## src/design/idio_regs.vh

```
// Register addresses, field positions and reset values of the digital I/O ports
`ifndef IDIO_REGS_VH
`define IDIO_REGS_VH

// ----------------------------------------
// Port addresses
// ----------------------------------------
`define IDIO_ADDR_W 10
`define IDIO_ADDR_CTL_LO 10'h321
`define IDIO_ADDR_INTERNAL 10'h322
`define IDIO_ADDR_STAT_A 10'h323
`define IDIO_ADDR_STAT_B 10'h324
`define IDIO_ADDR_CTL_HI 10'h325

// ----------------------------------------
// Fields and values
// ----------------------------------------
`define IDIO_IN_GROUP_W 6
`define IDIO_OUT_HI_W 4
`define IDIO_PAD_ONES 2'h3
`define IDIO_PAD_OUT_HI 4'hf
`define IDIO_RST_BYTE 8'hff
`define IDIO_RST_NIB 4'hf
`define IDIO_IDLE_BYTE 8'hff
`define IDIO_BIT_HEALTHY 0
`define IDIO_BIT_SEQ 2
`define IDIO_BIT_DIAG 3
`define IDIO_BIT_TEMP 4
`define IDIO_BIT_PRESS 5
`define IDIO_BYTE_W 8
`define IDIO_PAD_BIT 1'b1
`define IDIO_RST_BIT 1'b1

`endif

```

## src/design/idio_ports.v

```verilog
// Byte-wide digital I/O ports at fixed I/O addresses
`timescale 1ns/1ns
`include "idio_regs.vh"

module idio_ports (
  // Clock and reset
  input wire clk,
  input wire rst,
  // Processor I/O cycle
  input wire [`IDIO_ADDR_W-1:0] ioAddr,
  input wire ioRd,
  input wire ioWr,
  input wire [7:0] ioWrData,
  output reg [7:0] ioRdData_ff,
  // External control inputs, active low
  input wire [11:0] controlIn_n,
  // Internal spare inputs
  input wire [7:0] internalIn,
  // Control outputs, active low
  output reg [7:0] controlOutLo_n_ff,
  output reg [3:0] controlOutHi_n_ff,
  // Spare output ports
  output reg [7:0] internalOut_ff,
  output reg [7:0] statusB_ff,
  // Status port A, all bits
  output reg [7:0] statusA_ff,
  // Named status lines, low active except healthy which is 0 when OK
  output reg system_healthy_out_ff,
  output reg sequence_running_out_n_ff,
  output reg diagnostics_indicator_out_n_ff,
  output reg temperature_fault_out_n_ff,
  output reg pressure_fault_out_n_ff
);

  // ----------------------------------------
  // Address decode
  // ----------------------------------------
  // One compare per port, used by the write strobes only; reads decode ioAddr in their own case
  wire hitCtlLo = (ioAddr == `IDIO_ADDR_CTL_LO);
  wire hitCtlHi = (ioAddr == `IDIO_ADDR_CTL_HI);
  wire hitInt = (ioAddr == `IDIO_ADDR_INTERNAL);
  wire hitStA = (ioAddr == `IDIO_ADDR_STAT_A);
  wire hitStB = (ioAddr == `IDIO_ADDR_STAT_B);

  // ----------------------------------------
  // Write strobes
  // ----------------------------------------
  // Writes to any other address fall away with no trace
  wire wrCtlLo = ioWr && hitCtlLo;
  wire wrCtlHi = ioWr && hitCtlHi;
  wire wrInt = ioWr && hitInt;
  wire wrStA = ioWr && hitStA;
  wire wrStB = ioWr && hitStB;

  // ----------------------------------------
  // Input byte assembly
  // ----------------------------------------
  // Unwired upper bits read as ones, so firmware sees them de-asserted
  wire [`IDIO_BYTE_W-1:0] rdByteCtlLo;
  wire [`IDIO_BYTE_W-1:0] rdByteCtlHi;

  genvar gi;
  generate
    for (gi = 0; gi < `IDIO_BYTE_W; gi = gi + 1) begin : gen_in_bit
      if (gi < `IDIO_IN_GROUP_W) begin : gen_wired
        assign rdByteCtlLo[gi] = controlIn_n[gi];
        assign rdByteCtlHi[gi] = controlIn_n[gi + `IDIO_IN_GROUP_W];
      end else begin : gen_pad
        assign rdByteCtlLo[gi] = `IDIO_PAD_BIT;
        assign rdByteCtlHi[gi] = `IDIO_PAD_BIT;
      end
    end
  endgenerate

  // ----------------------------------------
  // Control outputs
  // ----------------------------------------
  // Outputs one to eight
  reg [`IDIO_BYTE_W-1:0] nxt_controlOutLo_n;
  always @* begin
    nxt_controlOutLo_n = controlOutLo_n_ff;
    if (wrCtlLo) begin
      nxt_controlOutLo_n = ioWrData;
    end
  end

  always @(posedge clk) begin
    if (rst) begin
      controlOutLo_n_ff <= `IDIO_RST_BYTE;
    end else begin
      controlOutLo_n_ff <= nxt_controlOutLo_n;
    end
  end

  // Outputs nine to twelve
  reg [`IDIO_OUT_HI_W-1:0] nxt_controlOutHi_n;
  always @* begin
    nxt_controlOutHi_n = controlOutHi_n_ff;
    if (wrCtlHi) begin
      // Upper nibble has no pins and is dropped
      nxt_controlOutHi_n = ioWrData[`IDIO_OUT_HI_W-1:0];
    end
  end

  always @(posedge clk) begin
    if (rst) begin
      controlOutHi_n_ff <= `IDIO_RST_NIB;
    end else begin
      controlOutHi_n_ff <= nxt_controlOutHi_n;
    end
  end

  // ----------------------------------------
  // Spare output ports
  // ----------------------------------------
  // Internal spare outputs
  reg [`IDIO_BYTE_W-1:0] nxt_internalOut;
  always @* begin
    nxt_internalOut = internalOut_ff;
    if (wrInt) begin
      nxt_internalOut = ioWrData;
    end
  end

  always @(posedge clk) begin
    if (rst) begin
      internalOut_ff <= `IDIO_RST_BYTE;
    end else begin
      internalOut_ff <= nxt_internalOut;
    end
  end

  // Status port B, all spare
  reg [`IDIO_BYTE_W-1:0] nxt_statusB;
  always @* begin
    nxt_statusB = statusB_ff;
    if (wrStB) begin
      nxt_statusB = ioWrData;
    end
  end

  always @(posedge clk) begin
    if (rst) begin
      statusB_ff <= `IDIO_RST_BYTE;
    end else begin
      statusB_ff <= nxt_statusB;
    end
  end

  // ----------------------------------------
  // Status port A
  // ----------------------------------------
  // Named lines take the next byte, so they never lag the port by a cycle
  reg [`IDIO_BYTE_W-1:0] nxt_statusA;
  always @* begin
    nxt_statusA = statusA_ff;
    if (wrStA) begin
      nxt_statusA = ioWrData;
    end
  end

  always @(posedge clk) begin
    if (rst) begin
      statusA_ff <= `IDIO_RST_BYTE;
    end else begin
      statusA_ff <= nxt_statusA;
    end
  end

  // ----------------------------------------
  // Named status lines
  // ----------------------------------------
  // Healthy line, 0 when all is well
  reg nxt_systemHealthy;
  always @* begin
    nxt_systemHealthy = nxt_statusA[`IDIO_BIT_HEALTHY];
  end

  always @(posedge clk) begin
    if (rst) begin
      system_healthy_out_ff <= `IDIO_RST_BIT;
    end else begin
      system_healthy_out_ff <= nxt_systemHealthy;
    end
  end

  // Sequence line, low while a sequence runs
  reg nxt_sequenceRunning_n;
  always @* begin
    nxt_sequenceRunning_n = nxt_statusA[`IDIO_BIT_SEQ];
  end

  always @(posedge clk) begin
    if (rst) begin
      sequence_running_out_n_ff <= `IDIO_RST_BIT;
    end else begin
      sequence_running_out_n_ff <= nxt_sequenceRunning_n;
    end
  end

  // Diagnostics line, low in diagnostic mode
  reg nxt_diagnostics_n;
  always @* begin
    nxt_diagnostics_n = nxt_statusA[`IDIO_BIT_DIAG];
  end

  always @(posedge clk) begin
    if (rst) begin
      diagnostics_indicator_out_n_ff <= `IDIO_RST_BIT;
    end else begin
      diagnostics_indicator_out_n_ff <= nxt_diagnostics_n;
    end
  end

  // Temperature line, low on any temperature alarm
  reg nxt_temperatureFault_n;
  always @* begin
    nxt_temperatureFault_n = nxt_statusA[`IDIO_BIT_TEMP];
  end

  always @(posedge clk) begin
    if (rst) begin
      temperature_fault_out_n_ff <= `IDIO_RST_BIT;
    end else begin
      temperature_fault_out_n_ff <= nxt_temperatureFault_n;
    end
  end

  // Pressure line, low on any pressure alarm
  reg nxt_pressureFault_n;
  always @* begin
    nxt_pressureFault_n = nxt_statusA[`IDIO_BIT_PRESS];
  end

  always @(posedge clk) begin
    if (rst) begin
      pressure_fault_out_n_ff <= `IDIO_RST_BIT;
    end else begin
      pressure_fault_out_n_ff <= nxt_pressureFault_n;
    end
  end

  // ----------------------------------------
  // Read path
  // ----------------------------------------
  // Write-only and unmapped addresses read as all ones, like an undriven bus
  reg [`IDIO_BYTE_W-1:0] nxt_ioRdData;
  always @* begin
    nxt_ioRdData = ioRdData_ff;
    if (ioRd) begin
      case (ioAddr)
        `IDIO_ADDR_CTL_LO: begin
          nxt_ioRdData = rdByteCtlLo;
        end
        `IDIO_ADDR_CTL_HI: begin
          nxt_ioRdData = rdByteCtlHi;
        end
        `IDIO_ADDR_INTERNAL: begin
          nxt_ioRdData = internalIn;
        end
        `IDIO_ADDR_STAT_A: begin
          nxt_ioRdData = `IDIO_IDLE_BYTE;
        end
        `IDIO_ADDR_STAT_B: begin
          nxt_ioRdData = `IDIO_IDLE_BYTE;
        end
        default: begin
          nxt_ioRdData = `IDIO_IDLE_BYTE;
        end
      endcase
    end
  end

  // Holds the last read until the next one, so firmware may sample late
  always @(posedge clk) begin
    if (rst) begin
      ioRdData_ff <= `IDIO_IDLE_BYTE;
    end else begin
      ioRdData_ff <= nxt_ioRdData;
    end
  end

endmodule

```

## config.mk

```make
export PLATFORM = sky130hd
export DESIGN_NAME = idio_ports
export DESIGN_NICKNAME = d
export VERILOG_FILES = /design/src/design/idio_ports.v
export VERILOG_INCLUDE_DIRS = /design/src /design/src/design
export SDC_FILE = /design/constraint.sdc
export NUM_CORES = 1
export LEC_CHECK = 0
export ABC_AREA = 1
export BUFFER_PORTS_ARGS = -buffer_cell sky130_fd_sc_hd__buf_2
export CAP_MARGIN = 30
export CORE_ASPECT_RATIO = 0.75
export CORE_UTILIZATION = 50
export CTS_CLUSTER_DIAMETER = 120
export DETAILED_ROUTE_END_ITERATION = 7
export PLACE_DENSITY = 0.84
export SLEW_MARGIN = 20
export SYNTH_ARGS = -nofsm -noshare
export SYNTH_HDL_FRONTEND = slang
export SYNTH_SLANG_ARGS = --single-unit
```

## constraint.sdc

```tcl
create_clock -name clk -period 2.5 [get_ports clk]
set_input_delay 0.5 -clock clk [delete_from_list [all_inputs] [get_ports clk]]
set_output_delay 0.5 -clock clk [all_outputs]
set_load 0.05 [all_outputs]
```

==> results.sh <==
export IMPL_outcome="finished clean"
export IMPL_first_global_vias=1775
export IMPL_hpwl_mm=3.56
export IMPL_path_max_fanout=17
export IMPL_antenna_cells=0
export IMPL_clock_power_share_pct=38.3
export IMPL_grt_max_degree=39
export IMPL_finalNonFillerCells=369
export IMPL_drv_slew=0
export IMPL_tritoncts="built"
export IMPL_switchingPower_uw=322
export IMPL_p_int_uw=1040
export IMPL_maxCapViolCount=0
export IMPL_power_density_nw_per_um2=533
export IMPL_cts_root_buf="clkbuf_8"
export IMPL_pwr_share_comb_pct=9.7
export IMPL_drtPass1Iterations=4
export IMPL_max_slew_margin_rel_pct=66.6
export IMPL_tightest_slew_ns=0.501
export IMPL_clkTransAtPathRegs_ns=0.08
export IMPL_antenna_found_initial=0
export IMPL_insertion_delay_ns=0.29
export IMPL_setup_viol=0
export IMPL_drc_errors=0
export IMPL_ys_types=23
export IMPL_vias_per_cell=5.05
export IMPL_cts_made_buffers=5
export IMPL_routed_wl_mm=4.82
export IMPL_placed_area_um2=2460
export IMPL_ir_drop_mv=0.293
export IMPL_hp_class="in -> reg"
export IMPL_cts_hold_fix_buffers=0
export IMPL_post_cts_setup_buffers=0
export IMPL_die_area_um2=4360
export IMPL_grt_pass1_wl_mm=8.22
export IMPL_fin_crit_sh_pct=63.1
export IMPL_avgSynthCellArea_um2=8.75
export IMPL_cts_resized=0
export IMPL_port_buffers=90
export IMPL_end_kind="flip-flop"
export IMPL_nets=358
export IMPL_cts_sinks=44
export IMPL_num_rows=19
export IMPL_fin_area_um2=2560
export IMPL_synth_cells=234
export IMPL_die_w_um=75.9
export IMPL_worstSetupPathType="in -> reg"
export IMPL_multiInputGateArea_um2=970
export IMPL_grt_use_total_pct=24.0
export IMPL_core_um2=3780
export IMPL_finClkSkew_ns=0
export IMPL_grt_overflow=0
export IMPL_syn_to_final_growth_pct=25.2
export IMPL_synth_seq_cells=44
export IMPL_max_freq_mhz=634
export IMPL_fp_dieH_um=57.4
export IMPL_cp_required_ns=2.66
export IMPL_period_minus_slack_ns=1.58
export IMPL_arrival_ns=1.73
export IMPL_ios=91
export IMPL_cts_htree_levels=2
export IMPL_seq_area_um2=881
export IMPL_start_util_pct=54.2
export IMPL_seqPwrFrac_pct=52.0
export IMPL_power_leakage_uw=0.00132
export IMPL_gp_congestion=0.821
export IMPL_crit_path_start_kind="input pin"
export IMPL_synth_area_um2=2050
export IMPL_drt_iter0_drc=73
export IMPL_cts_buffer_depth=2
export IMPL_dp_cells=361
export IMPL_finalSetupTns_ns=0
export IMPL_synth_fp_nets=276
export IMPL_ys_seq_area_share_pct=43.0
export IMPL_drtAntennaViolNets=0
export IMPL_rsz0062_at_grt="false"
export IMPL_drive_gt1_share_pct=43.8
export IMPL_synth_warning_count=0
export IMPL_wl_per_cell_um=13.0
export IMPL_vias=1863
export IMPL_fillers=337
export IMPL_p_sw_share_pct=23.6
export IMPL_hold_violations=0
power by group through the flow:
stage	logic [µW]	clock network, µW	registers [µW]
after floorplan	54.1	0	750
after global placement	130	0	726
after detailed placement	132	0	727
after CTS	133	534	710
after global routing	145	567	711
final	133	523	710
critical path: stages:
cell	delay, ns
buf_2	0.08
nand2_1	0.10
inv_2	0.06
nand2_1	0.08
inv_2	0.25
nand3_2	0.38
nand2_1	0.19
o211ai_2	0.09
placed cells by master (no fill, tap or decap), drive strengths merged:
master  instances
o21ai           3
nor2           12
nand3          27
clkinv          1
inv            22
o21bai          5
a21oi           7
buf            91
o211ai         36
clkbuf          6
nand2          58
nand4           4
bufinv          1
dfxtp          44
synth_stat cells, drive strengths merged:
cell type	n	area (µm²)
nor2	12	72.6
a21oi	7	35.0
o21ai	3	15.0
nand2	58	230
nand3	27	158
dfxtp	44	881
buf	14	108
clkbuf	2	7.51
nand4	4	31.3
o211ai	36	390
inv	22	82.6
o21bai	5	37.5
sequential cells by signal (all words and copies together), names as in the netlist:
| name | flops |
|---|---|
| controlOutLo_n_ff | 8 |
| statusA_ff | 8 |
| statusB_ff | 8 |
| controlOutHi_n_ff | 4 |
| internalOut_ff | 8 |
| ioRdData_ff | 8 |
worst paths after layout:
path                  startpoint        endpoint  slack (ns)  cells after the start
setup / recovery       ioAddr[9]   statusA_ff[3]        0.92                      8
hold / removal     internalIn[7]  ioRdData_ff[7]        0.44                      3
setup reg to reg  ioRdData_ff[2]  ioRdData_ff[2]        1.87                      2
hold reg to reg   ioRdData_ff[4]  ioRdData_ff[4]        0.47                      2
cells by family after synthesis:
| logic type | count (synthesis) | synth area share (%) |
|---|---|---|
| compound gates | 51 | 23.3 |
| buf+inv | 38 | 9.65 |
| flops | 44 | 43.0 |
| simple gates | 101 | 24.0 |
through the flow:
| stage | util (%) | total power (µW) | hold slack (ns) | setup slack (ns) |
|---|---|---|---|---|
| floorplan | - | 804 | 0.595 | 1.03 |
| global placement | 65.0 | 856 | 0.446 | 0.669 |
| detailed placement | 65.0 | 859 | 0.444 | 0.630 |
| CTS | 67.8 | 1380 | 0.432 | 0.919 |
| global route | 67.8 | 1420 | 0.457 | 0.778 |
| finish | 67.8 | 1370 | 0.440 | 0.922 |
per-layer routing:
metal	GRT usage [%]	vias up	part of all wire, %
li1	-	956	-
met1	31.1	839	49
met2	39.2	57	44
met3	5.92	11	5.5
met4	8.79	0	1.7
met5	0	-	0
layout make-up:
type	count	area share (%)
Clock buffer	6	2.83
Clock inverter	2	1.37
Inverter	22	3.22
Multi-Input combinational cell	152	37.8
Sequential cell	44	34.4
Tap cell	52	2.54
Timing Repair Buffer	91	17.9
No activity file was read; power rests on OpenSTA's default activity.
